<file path="src/verilog/frame_status_pkg.sv">
// Constants, field layouts and carriers for the interrupt status and frame timer bank.
//
// Operation
// Status bit 7 follows the live positive data line level without latching.
// After attach, bit 7 reads 0 for low speed, 1 for full speed.
// With resume select set, status bit 6 is the sticky resume flag.
// With resume select clear, bit 6 reads 1 when no device is attached.
// In host mode, SE0-to-idle or idle-to-SE0 sets status bit 5.
// Each frame timer expiry sets status bit 4.
// Bits 1 and 0 are transfer-done flags for set B and set A.
// Reading the low timer address returns revision in bits 7-4, low bits zero.
// Writing the low timer address loads reload bits 7 to 0.
// The frame counter advances on the internal 12 MHz tick only.
// Software writes e0 to the low reload byte for a 1 ms frame.
// Software must program both reload registers to set the interval.
// Reading the high timer address returns the count divided by 64.
// A 1 ms frame spans 12000 ticks of the 12 MHz clock.
// Software checks remaining frame count before starting a transfer.
// Writing 1 to a status bit clears it; 0 leaves it.
// Enables gate only the interrupt level output, not the flags.
// The frame counter counts down to zero from the programmed value.
// Frame timer runs only while control bit 0 is set.
// At zero the counter reloads the interval and flags one expiry.
package frame_status_pkg;

  localparam logic [7:0] ADDR_CTRL1 = 8'h05;
  localparam logic [7:0] ADDR_IRQ_ENABLE = 8'h06;
  localparam logic [7:0] ADDR_IRQ_FLAGS = 8'h0d;
  localparam logic [7:0] ADDR_FRAME_LOW = 8'h0e;
  localparam logic [7:0] ADDR_FRAME_HIGH = 8'h0f;

  localparam int BIT_DPLUS = 7;
  localparam int BIT_DETECT = 6;
  localparam int BIT_INSERT = 5;
  localparam int BIT_FRAME = 4;
  localparam int BIT_DONE_B = 1;
  localparam int BIT_DONE_A = 0;
  localparam int CTRL_FRAME_EN = 0;
  localparam int CTRL_RESUME_SEL = 6;

  localparam logic [7:0] FLAG_MASK = 8'h73;
  localparam int COUNT_W = 14;
  localparam int COUNT_SHIFT = 6;
  localparam int HIGH_W = 6;
  localparam logic [13:0] RELOAD_RESET = 14'h2ee0;

  localparam int CORE_CLK_HZ = 50000000;
  localparam int TICK_HZ = 12000000;
  localparam logic [31:0] TICK_INC = 32'(TICK_HZ);
  localparam logic [31:0] TICK_MOD = 32'(CORE_CLK_HZ);

  typedef struct packed {
    logic dplus;
    logic se0;
    logic host_mode;
    logic resume_seen;
    logic done_a;
    logic done_b;
  } line_events_t;

  typedef struct packed {
    logic wr;
    logic rd;
    logic [7:0] addr;
    logic [7:0] wdata;
  } reg_access_t;

endpackage : frame_status_pkg

</file>
<file path="src/verilog/usb_host_irq_status_sof_timer.sv">
// Interrupt status flags, enables and frame interval down-counter behind the register port.
`timescale 1ns/100ps
module usb_host_irq_status_sof_timer #(
  parameter logic [3:0] REVISION = 4'h5, // Arbitrary value.
  parameter logic [7:0] FLAGS_RESET = 8'h40
) (
  input wire logic core_clk,
  input wire logic reset,
  input wire logic clk_en,
  input wire frame_status_pkg::reg_access_t bus,
  input wire frame_status_pkg::line_events_t line,
  output logic [7:0] rdata,
  output logic rvalid,
  output logic host_irq_out,
  output logic frame_tick,
  output logic [13:0] frame_count
);

  typedef struct packed {
    logic [7:0] flags;
    logic [7:0] enable;
    logic [7:0] ctrl;
    logic [13:0] reload;
    logic [13:0] count;
    logic [31:0] phase;
    logic prev_se0;
    logic [7:0] rdata;
    logic rvalid;
    logic irq;
    logic tick;
  } state_t;

  state_t st_r;
  state_t st_nxt;
  logic [7:0] status_view;
  logic [32:0] phase_sum;
  logic tick12;

  //////////////////////////////////////////////////////////////////////////////
  // Live status view.

  always_comb begin
    status_view = st_r.flags & frame_status_pkg::FLAG_MASK;
    status_view[frame_status_pkg::BIT_DPLUS] = line.dplus; // see
    if (!st_r.ctrl[frame_status_pkg::CTRL_RESUME_SEL]) begin
      // Presence is the inverted line state: no pull-up means idle SE0.
      status_view[frame_status_pkg::BIT_DETECT] = line.se0;
    end
  end

  //////////////////////////////////////////////////////////////////////////////
  // Fractional divider producing the 12 MHz tick from the core clock.

  always_comb begin
    phase_sum = {1'b0, st_r.phase} + {1'b0, frame_status_pkg::TICK_INC};
    tick12 = phase_sum >= {1'b0, frame_status_pkg::TICK_MOD}; // see
  end

  //////////////////////////////////////////////////////////////////////////////
  // Next-state logic.

  always_comb begin
    st_nxt = st_r;
    st_nxt.prev_se0 = line.se0;
    st_nxt.rvalid = 1'b0;
    st_nxt.tick = 1'b0;

    // Clears are applied first so that a same-cycle event still sets its flag.
    if (bus.wr && bus.addr == frame_status_pkg::ADDR_IRQ_FLAGS) begin
      st_nxt.flags = st_r.flags & ~bus.wdata;
    end
    if (bus.wr && bus.addr == frame_status_pkg::ADDR_IRQ_ENABLE) begin
      st_nxt.enable = bus.wdata & frame_status_pkg::FLAG_MASK;
    end
    if (bus.wr && bus.addr == frame_status_pkg::ADDR_CTRL1) begin
      st_nxt.ctrl = bus.wdata;
    end
    if (bus.wr && bus.addr == frame_status_pkg::ADDR_FRAME_LOW) begin
      st_nxt.reload[7:0] = bus.wdata; // see
    end
    if (bus.wr && bus.addr == frame_status_pkg::ADDR_FRAME_HIGH) begin
      st_nxt.reload[13:8] = bus.wdata[frame_status_pkg::HIGH_W-1:0];
    end

    if (line.host_mode && (line.se0 != st_r.prev_se0)) begin
      st_nxt.flags[frame_status_pkg::BIT_INSERT] = 1'b1;
    end
    if (st_r.ctrl[frame_status_pkg::CTRL_RESUME_SEL] && line.resume_seen) begin
      st_nxt.flags[frame_status_pkg::BIT_DETECT] = 1'b1;
    end
    if (line.done_a) begin
      st_nxt.flags[frame_status_pkg::BIT_DONE_A] = 1'b1;
    end
    if (line.done_b) begin
      st_nxt.flags[frame_status_pkg::BIT_DONE_B] = 1'b1;
    end

    if (st_r.ctrl[frame_status_pkg::CTRL_FRAME_EN]) begin
      st_nxt.phase = tick12 ? 32'(phase_sum - {1'b0, frame_status_pkg::TICK_MOD})
                            : phase_sum[31:0];
      if (tick12) begin
        if (st_r.count == '0) begin
          st_nxt.count = st_r.reload;
          st_nxt.tick = 1'b1;
          st_nxt.flags[frame_status_pkg::BIT_FRAME] = 1'b1;
        end else begin
          st_nxt.count = st_r.count - 14'h0001;
        end
      end
    end else begin
      st_nxt.phase = '0;
      st_nxt.count = st_r.reload;
    end

    if (bus.rd) begin
      st_nxt.rvalid = 1'b1;
      case (bus.addr)
        frame_status_pkg::ADDR_CTRL1: st_nxt.rdata = st_r.ctrl;
        frame_status_pkg::ADDR_IRQ_ENABLE: st_nxt.rdata = st_r.enable;
        frame_status_pkg::ADDR_IRQ_FLAGS: st_nxt.rdata = status_view;
        frame_status_pkg::ADDR_FRAME_LOW: st_nxt.rdata = {REVISION, 4'h0};
        frame_status_pkg::ADDR_FRAME_HIGH:
          st_nxt.rdata = st_r.count[frame_status_pkg::COUNT_W-1:frame_status_pkg::COUNT_SHIFT];
          // see
        default: st_nxt.rdata = 8'h00;
      endcase
    end

    // Level output that holds while any enabled flag remains set.
    st_nxt.irq = |(st_nxt.flags & st_nxt.enable & frame_status_pkg::FLAG_MASK);
  end

  //////////////////////////////////////////////////////////////////////////////
  // State register.

  always_ff @(posedge core_clk) begin
    if (reset) begin
      st_r <= '0;
      // The line idles in SE0 with nothing attached, so no false insert edge follows reset.
      st_r.prev_se0 <= 1'b1;
      st_r.flags <= FLAGS_RESET;
      st_r.reload <= frame_status_pkg::RELOAD_RESET;
      st_r.count <= frame_status_pkg::RELOAD_RESET;
    end else if (clk_en) begin
      st_r <= st_nxt;
    end
  end

  assign rdata = st_r.rdata;
  assign rvalid = st_r.rvalid;
  assign host_irq_out = st_r.irq;
  assign frame_tick = st_r.tick;
  assign frame_count = st_r.count;

endmodule : usb_host_irq_status_sof_timer

</file>
<file path="config.mk">
export PLATFORM = sky130hd
export DESIGN_NAME = usb_host_irq_status_sof_timer
export DESIGN_NICKNAME = d
export VERILOG_FILES = /design/src/verilog/frame_status_pkg.sv /design/src/verilog/usb_host_irq_status_sof_timer.sv
export SDC_FILE = /design/constraint.sdc
export NUM_CORES = 1
export LEC_CHECK = 0
export BUFFER_PORTS_ARGS = -buffer_cell sky130_fd_sc_hd__buf_2
export CORE_MARGIN = 2
export CORE_UTILIZATION = 40
export DETAILED_ROUTE_END_ITERATION = 7
export PLACE_DENSITY = 0.59
export RECOVER_POWER = 25
export SETUP_SLACK_MARGIN = 0.4
export SLEW_MARGIN = 20
export SYNTH_ARGS = -nofsm -noshare
export SYNTH_HDL_FRONTEND = slang
export SYNTH_SLANG_ARGS = --single-unit
</file>
<file path="constraint.sdc">
create_clock -name core_clk -period 3.8 [get_ports core_clk]
set_clock_uncertainty 0.1 [all_clocks]
set_input_delay 0.19 -clock core_clk [delete_from_list [all_inputs] [get_ports core_clk]]
set_output_delay 0.19 -clock core_clk [all_outputs]
set_load 0.01 [all_outputs]
</file>
* Yosys cells after proc, flatten, opt, wreduce, memory -nomap -nowiden
Cells that the tools add are included.
Word-level totals: word-level logic and storage cells 59, output and inout bits 25, input bits 27, flip-flop bits (word level) 96
Operators by class: bitwise logic cells 3, $add $sub $neg 3, $lt $le $gt $ge 1, equality and inequality tests 7, mux-type cells 19, reduce and logical (&&, ||, !) cells 14
Operators with widths (count):
- $mux W46 | 1
- $pmux W8 S5 | 1
- $add A32 B24 Y33 const B | 1
- $ge A33 B26 Y1 const B | 1
- $mux W32 | 1
- $sub A32 B26 Y32 const B | 1
- $mux W14 | 2
- $eq A8 B4 Y1 const B | 3
- $eq A8 B3 Y1 const B | 2
- $mux W8 | 2
- $logic_not A14 Y1 | 1
- $sub A14 B1 Y14 const B | 1
- $mux W1 | 12
- $reduce_and A2 Y1 | 5
- $and A8 B8 Y8 | 1
- $not A8 Y8 | 1
- $and A7 B7 Y7 | 1
- $logic_and A1 B1 Y1 | 7
- $reduce_or A5 Y1 | 1
- $ne A2 B1 Y1 const B | 1
- $ne A1 B1 Y1 | 1

* Longest topological paths before layout
Gate-level depths: netlist of the first run.
word-level depth 8, gate-level depth with buffers 16

* Least setup slack after synthesis of the first run
OpenSTA, ideal clock, no wires.
path kind register to register, start point register st_r[20] in the netlist's numbering, end point register st_r[22] in the netlist's numbering, setup slack 0.461 ns, stages on the path, launching flop included 15, clock period less this slack 3.339 ns, arrival time 3.105 ns, cell sequence dfxtp_1 > inv_1 > ha_1 > buf_2 > nor2b_1 > buf_2 > o21ai_2 > nor4_1 > a311oi_1 > or3b_1 > buf_2 > o31a_4 > nand2_4 > a22oi_1 > or4_1
On the way: word-level cells in the longest chain between the ends 4
Ends and longest elaborated chain:
- start, declared | line usb_host_irq_status_sof_timer.sv:33 | state_t st_r;
- start signal, assigned | line usb_host_irq_status_sof_timer.sv:145 | st_r <= st_nxt;
- $add A32 B24 Y33 (*) | line usb_host_irq_status_sof_timer.sv:55 | phase_sum = {1'b0, st_r.phase} + {1'b0, frame_status_pkg::TICK_INC};
- $sub A32 B26 Y32 / $ge A33 B26 Y1 (equally long branches) | line usb_host_irq_status_sof_timer.sv:99, usb_host_irq_status_sof_timer.sv:56
- $mux W32 (*) | line usb_host_irq_status_sof_timer.sv:99 | st_nxt.phase = tick12 ? 32'(phase_sum - {1'b0, frame_status_pkg::TICK_MOD})
- $mux W46 (*) | line usb_host_irq_status_sof_timer.sv:98 | if (st_r.ctrl[frame_status_pkg::CTRL_FRAME_EN]) begin
Every way passes the cells marked *; elsewhere a longest branch is shown, timed or not. A chain may end at the register's enable or synchronous reset.

* Final worst setup path of the first run
start point register st_r[24] in the netlist's numbering, end point register st_r, in the netlist frame_count[3]
On the way: word-level cells in the longest chain between the ends 4
Ends and longest elaborated chain:
- $add A32 B24 Y33 | line usb_host_irq_status_sof_timer.sv:55
- $ge A33 B26 Y1 | line usb_host_irq_status_sof_timer.sv:56 | tick12 = phase_sum >= {1'b0, frame_status_pkg::TICK_MOD};
- $ne A2 B1 Y1 (no source line)
- $reduce_and A2 Y1 (no source line)
Every way passes these cells.

==> results.md, run 1 <==
* Failing checks: max-capacitance violations
* Post-route DRC violation count at 0
* Mapped cell area at 5620 sq um
* CP endpoint kind: flop
* Worst path required time at 3.92 ns
* Post-Layout Cell Count at 931
* Vias in the first global route at 5079
* Core area at 13800 sq um
* Leak at 2.44 nW
* Worst-skew pair later-pin latency at 0.36 ns
* Root Buffer: clkbuf_16
* Yosys warns at 0
* Mapped Avg Cell Area at 7.73 sq um
* Synth Instances at 727
* CTS tree: yes
* Num CTS Buffers at 9
* Power Density at 298 nW/um^2
* Crit Reg-Reg Startpoint: st_r[24]
* DRC marker count from the first detailed-route iteration at 479
* Largest net degree at the start of global routing at 61
* Setup TNS Final at 0 ns
* Peak Freq at 0.300 GHz
* Arrival @ worst endpoint at 3.46 ns
* Die extent in x at 123 um
* GRT overflow at 0
* Kind of critical path: flop to flop
* Post-synthesis mux area share at 0.0795
* Design Power at 0.00188 W
* Row cnt at 43
* Post-synthesis xor/xnor area fraction at 0.0421
* Post-route ant nets at 0
* Hold/Removal Path Class: primary input to flop
* Clk buf depth at 2
* Syn Nets at 759
* # setup viols final at 0
* Area grow syn2layout at 12.1%
* Total GRT Usage at 0.223
* Adder-cell share of the synthesized area at 0.0111
* Final Slew Violations at 0
* Dominant combinational cell family by area after synthesis: simple AND/OR/NAND/NOR gates
* Layout cell share with drive strength beyond 1 at 0.160
* Max-Cap Viols at 1
* Final wirelength at 16400 um
* Worst Path Max Fanout at 18
* Min-delay src: line[0]
* Depth of the CTS H-tree at 3
* Initial antenna violation count at 0
* Final worst path period share at 0.878
* DP HPWL at 11400 um
* Final hold vios at 0
* First drt pass iteration count at 5
* Crit start category: flop
* Dominant synthesized flop cell: dfxtp_1
* First-pass GRT wire length at 26300 um
* Status: finished with violations
* Number of cells after detailed placement at 904
* Final worst path period need at 3.34 ns
* DR vias/cell at 5.83
* Crit path launch: st_r[24]
* EDFF count, synth at 0
* Overall die height at 123 um
* Post-Synth Simple-Gate Area at 0.263
* Slew HR at 0.00337
* WL/cell at 17.7 um
* Clock transition at path regs at 0.07 ns
* Worst-Margin Slew at 1.49 ns
* Synth Area in Compound Gates at 0.220
* NumNets Final at 778
* Starting Density at 0.406
* Unrepaired setup endpoints after global routing: yes
* Via count at 5426
* Io pins at 52
* Number of buffers added on ports at 51
* Die area at 15000 sq um
* Register area share after synthesis at 0.303
* Synth Register Bits at 85
* Asr flop ratio synth at 0
* Num Clock Sinks at 85
* Post-synthesis cell type count at 81
* Final Wtd Congestion at 0.961
* Antenna diodes at 0
* VDD IR max at 0.326 mV
[cells in the mapped netlist (all sizes together) (2+ instances only)]
master | instances | area, sq um
a222oi | 2 | 20.0
inv | 15 | 56.3
and3 | 11 | 68.8
nand2 | 71 | 274
o31ai | 5 | 42.5
a2111oi | 2 | 17.5
a32oi | 5 | 43.8
xnor2 | 16 | 140
o21a | 2 | 16.3
and2 | 10 | 65.1
o21ai | 50 | 262
nand3b | 3 | 22.5
nand4 | 11 | 68.8
o211ai | 11 | 87.6
a221oi | 5 | 50.0
nor4b | 3 | 26.3
ha | 5 | 62.6
a22oi | 4 | 30.0
xor2 | 11 | 96.3
o32ai | 2 | 17.5
nor2 | 84 | 333
buf | 42 | 288
or2 | 6 | 37.5
dfxtp | 85 | 1700
o211a | 2 | 27.5
nor3 | 25 | 141
nor3b | 6 | 45.0
nand2b | 7 | 43.8
a311oi | 3 | 26.3
nor4 | 6 | 37.5
a2bb2oi | 2 | 23.8
a31oi | 13 | 81.3
or4 | 2 | 15.0
or3 | 13 | 81.3
a21boi | 2 | 18.8
a211oi | 4 | 35.0
mux2i | 39 | 390
a22o | 5 | 43.8
clkbuf | 30 | 114
nand3 | 31 | 155
mux2 | 5 | 56.3
o22ai | 7 | 43.8
nor2b | 5 | 31.3
a21oi | 44 | 224
[registers in the layout (all words and copies together) (netlist names)]
register      cells
st_r             60
rvalid            1
frame_tick        1
frame_count      14
host_irq_out      1
rdata             8
[layout by cell type (no fill, tap or decap), drive strengths merged, types with 13 or more instances in the layout]
cell type  instances
dfxtp             85
nor2              84
nand2             71
buf               52
o21ai             50
a21oi             44
mux2i             39
clkbuf            38
nand3             31
nor3              25
inv               17
xnor2             16
or3               13
a31oi             13
[area by class of cell]
cell class	count	area, sq um
fillers	1381	7530
multi-input cells	556	3580
flip-flops and latches	85	1710
repair buffers	79	447
clock buffers	13	260
well taps	180	225
inverters	15	56.3
clock inverters	3	26.3
[worst max-delay path, stage by stage (launching register included)]
cell      delay (ns)
dfxtp_1         0.42
nor2_4          0.25
nand2_1         0.26
nor4_2          0.37
a311oi_2        0.10
or3b_4          0.46
o31a_4          0.42
nand2_8         0.15
o21ai_1         0.09
buf_6           0.24
buf_4           0.14
a21oi_1         0.11
o32ai_1         0.09
[per-stage QoR]
step                      setup slack (ns)  hold WS (ns)  utilization  cell area (sq um)
after floorplan                      0.461         0.215            -               5620
after global placement               0.294         0.334        0.422               5830
after detailed placement             0.215         0.333        0.422               5830
after CTS                            0.404       0.00913        0.446               6170
after global routing                 0.301        0.0272        0.456               6300
final                                0.462        0.0200        0.456               6300
[per-layer routing]
metal	GRT usage	routed length, um	share of wire
met5	0	0	0
met4	0.0697	324	0.020
met3	0.0483	746	0.045
met2	0.378	8040	0.49
met1	0.284	7330	0.45
[final timing paths]
path                                       end  slack [ns]  cells after the start
worst max-delay path            frame_count[3]        0.46                     12
worst max register to register  frame_count[3]        0.46                     12
worst min-delay path                  st_r[89]        0.02                      3
worst min register to register      frame_tick        0.38                      2
[report_power, final]
part	internal [W]	switching [W]	total, W	leakage, nW
registers	0.000896	0.00000613	0.000903	0.689
logic	0.0000364	0.0000668	0.000103	1.61
clock network	0.000486	0.000388	0.000873	0.141
total	0.00142	0.000460	0.00188	2.44
[kinds of logic (layout without fill, tap and decap cells)]
| group | after synthesis | in the layout |
|---|---|---|
| and+or+nand+nor | 297 | 298 |
| AOI/OAI and AO/OA | 182 | 182 |
| buffers and inverters | 87 | 110 |
| DFF | 85 | 85 |
| muxes | 44 | 44 |
| xor gates and xnor gates | 27 | 27 |
| adders and majority gates | 5 | 5 |
[repair_timing]
action / 4_1_cts / 5_1_grt
hold buffers: 2 / 0
endpoints found under the hold margin: 3 / 0
gates resized for setup: 7 / 22
setup buffers: 0 / 8
gates cloned: 0 / 1
setup endpoints to repair: 20 / 32
pin swaps: 2 / 7
No activity file was read; power rests on OpenSTA's default activity.
==> run 2: changes to the inputs <==
Settings changed: CORE_UTILIZATION 40 to 25, CTS_CLUSTER_DIAMETER from default to 150, PLACE_DENSITY 0.59 to 0.42.
==> results.md, run 2 (synthesis results as in run 1) <==
* Status: finished with violations (unchanged)
* Failing checks: max-capacitance violations, max-slew violations (was max-capacitance violations)
* Die area at 23700 sq um (was 15000 sq um)
* # setup viols final at 0 (unchanged)
* Largest net degree at the start of global routing at 60 (was 61)
* Unrepaired setup endpoints after global routing: yes (unchanged)
* Worst path required time at 3.96 ns (was 3.92 ns)
* Row cnt at 54 (was 43)
* Post-route ant nets at 0 (unchanged)
* Crit start category: flop (unchanged)
* Buf/Inv on CP at 3 (was 2)
* Peak Freq at 0.302 GHz (was 0.300 GHz)
* Largest delay share family, worst path: compound AO/OA/AOI/OAI gates (was simple AND/OR/NAND/NOR gates)
* Num Clock Sinks at 85 (unchanged)
* DRC marker count from the first detailed-route iteration at 345 (was 479)
* NumNets Final at 796 (was 778)
* Setup TNS Final at 0 ns (unchanged)
* Final worst path period need at 3.31 ns (was 3.34 ns)
* Power Density at 304 nW/um^2 (was 298 nW/um^2)
* Post-route DRC violation count at 0 (unchanged)
* Depth of the CTS H-tree at 3 (unchanged)
* Worst-path cell chain: o311ai_4 > nand3_1 > nor2_2 > or2_2 > or3b_4 > o31a_4 > nand2_8 > o21ai_4 > buf_6 > buf_4 > buf_4 > o32ai_1 (was nor2_4 > nand2_1 > nor4_2 > a311oi_2 > or3b_4 > o31a_4 > nand2_8 > o21ai_1 > buf_6 > buf_4 > a21oi_1 > o32ai_1)
* Most common cell on crit path: buf_4
* Fin Hold WS at 0.00946 ns (was 0.0200 ns)
* Flip-flop count of the largest register after layout at 60 (unchanged)
* Initial antenna violation count at 0 (unchanged)
* Vias in the first global route at 5088 (was 5079)
* Final Slew Violations at 35 (was 0)
* Largest Register: st_r (unchanged)
* WL/cell at 17.7 um (about the same)
* Layout cell share with drive strength beyond 1 at 0.185 (was 0.160)
* Final wirelength at 18500 um (was 16400 um)
* Clock Power Share at 0.497 (was 0.465)
* Final hold vios at 0 (unchanged)
* Switching power at 0.000500 W (was 0.000460 W)
* Via count at 5337 (was 5426)
* Max-Cap Viols at 1 (unchanged)
* Kind of critical path: flop to flop (unchanged)
* Clock transition at path regs at 0.08 ns (was 0.07 ns)
* Final worst path period share at 0.871 (was 0.878)
* Leak at 2.55 nW (was 2.44 nW)
* Area grow syn2layout at 18.0% (was 12.1%)
* DR vias/cell at 5.09 (was 5.83)
* Io pins at 52 (unchanged)
* GRT overflow at 0 (unchanged)
* Root Buffer: clkbuf_16 (unchanged)
* Arrival @ worst endpoint at 3.47 ns (was 3.46 ns)
* Sequential Power Share at 0.447 (was 0.480)
* DP HPWL at 12900 um (was 11400 um)
* Core area at 22000 sq um (was 13800 sq um)
* Die extent in x at 154 um (was 123 um)
* Worst-skew pair later-pin latency at 0.36 ns (about the same)
* Crit-path slowest cell: dfxtp_1 (was or3b_4)
* Worst Path Max Fanout at 11 (was 18)
* Num CTS Buffers at 9 (unchanged)
* Clk buf depth at 2 (unchanged)
* CP peak stage delay at 0.46 ns (about the same)
* Most common cell after layout, fill and taps aside: nor2_1
* First drt pass iteration count at 5 (unchanged)
* CP endpoint kind: flop (unchanged)
* Total GRT Usage at 0.153 (was 0.223)
* Slew HR at -0.121 (was 0.00337)
* VDD IR max at 0.192 mV (was 0.326 mV)
* Hold depth at 3 (unchanged)
* Starting Density at 0.256 (was 0.406)
* Overall die height at 154 um (was 123 um)
* Number of buffers added on ports at 51 (unchanged)
* Worst-Margin Slew at 1.68 ns (was 1.49 ns)
* Critical Path Stages at 12 (unchanged)
* Hold/Removal Path Class: primary input to flop (unchanged)
* CTS tree: yes (unchanged)
* R2R setup slack at 0.49 ns (was 0.46 ns)
* First-pass GRT wire length at 28800 um (was 26300 um)
* Antenna diodes at 0 (unchanged)
* Int Pwr at 0.00152 W (was 0.00142 W)
* Sw frac at 0.248 (was 0.245)
* Final Wtd Congestion at 0.820 (was 0.961)
* Most frequent cells in the layout: 80 x nor2_1, 79 x dfxtp_1, 70 x nand2_1 (was 81 x nor2_1, 81 x dfxtp_1, 70 x nand2_1)
* Design Power at 0.00202 W (was 0.00188 W)
* Combinational power share at 0.056 (was 0.055)
* Worst Reg-to-Reg Cells at 12 (unchanged)
==> run 2: cell count changes in the layout (fill, tap and decap cells not counted), sizes merged <==
cell    change
bufinv      +2
clkbuf      -3
inv         +1
buf        +17
==> run 2: final timing paths <==
| path | start | end |
|---|---|---|
| setup / recovery | st_r[30] | frame_count[3] |
| hold / removal | line[4] | st_r[11] |
| setup reg to reg | st_r[30] | frame_count[3] |
| hold reg to reg | rvalid | rvalid |
==> run 2: final cells by class <==
cell class	count	area, sq um
Clock inverter	6	93.8
Tap cell	280	350
Inverter	15	56.3
Clock buffer	9	225
Sequential cell	85	1710
Fill cell	2397	15300
Timing Repair Buffer	97	579
Multi-Input combinational cell	556	3620
==> run 2: worst min-delay path, delay by kind of cell <==
| family | cells | cell delay (ns) |
|---|---|---|
| AND/OR/NAND/NOR | 1 | 0.06 |
| multiplexers | 1 | 0.07 |
| buffers and inverters | 1 | 0.12 |
==> run 2: power groups by stage <==
stage                     clock network [W]  registers (W)   logic, W
after floorplan                           0       0.000921  0.0000608
after global placement                    0       0.000923   0.000106
after detailed placement                  0       0.000923   0.000107
after CTS                           0.00103       0.000902   0.000108
after global routing                0.00106       0.000902   0.000126
final                               0.00100       0.000901   0.000114
==> run 2: what timing repair did <==
action / 4_1_cts / 5_1_grt
hold buffers: 2 / 0
setup endpoints to repair: 20 / 39
gates cloned: 0 / 3
pin swaps: 2 / 10
setup buffers: 3 / 12
endpoints found under the hold margin: 3 / 0
resized for setup: 6 / 32
==> run 2: per-stage QoR <==
step / instance area [sq um] / std cells / setup slack [ns] / utilization
finish: 6630 / 1048 / 0.492 / 0.302
detailed placement: 6030 / 1013 / 0.284 / 0.275
floorplan: 5620 / 727 / 0.461 / -
global placement: 6030 / 1013 / 0.341 / 0.274
CTS: 6410 / 1033 / 0.404 / 0.292
global route: 6630 / 1048 / 0.348 / 0.302
==> run 2: layer usage <==
| metal | share of wire | vias up | track usage |
|---|---|---|---|
| met5 | 0 | - | 0 |
| met4 | 0.010 | 0 | 0.0352 |
| met3 | 0.027 | 15 | 0.0228 |
| met2 | 0.48 | 95 | 0.259 |
| met1 | 0.48 | 2551 | 0.205 |
| li1 | - | 2676 | - |
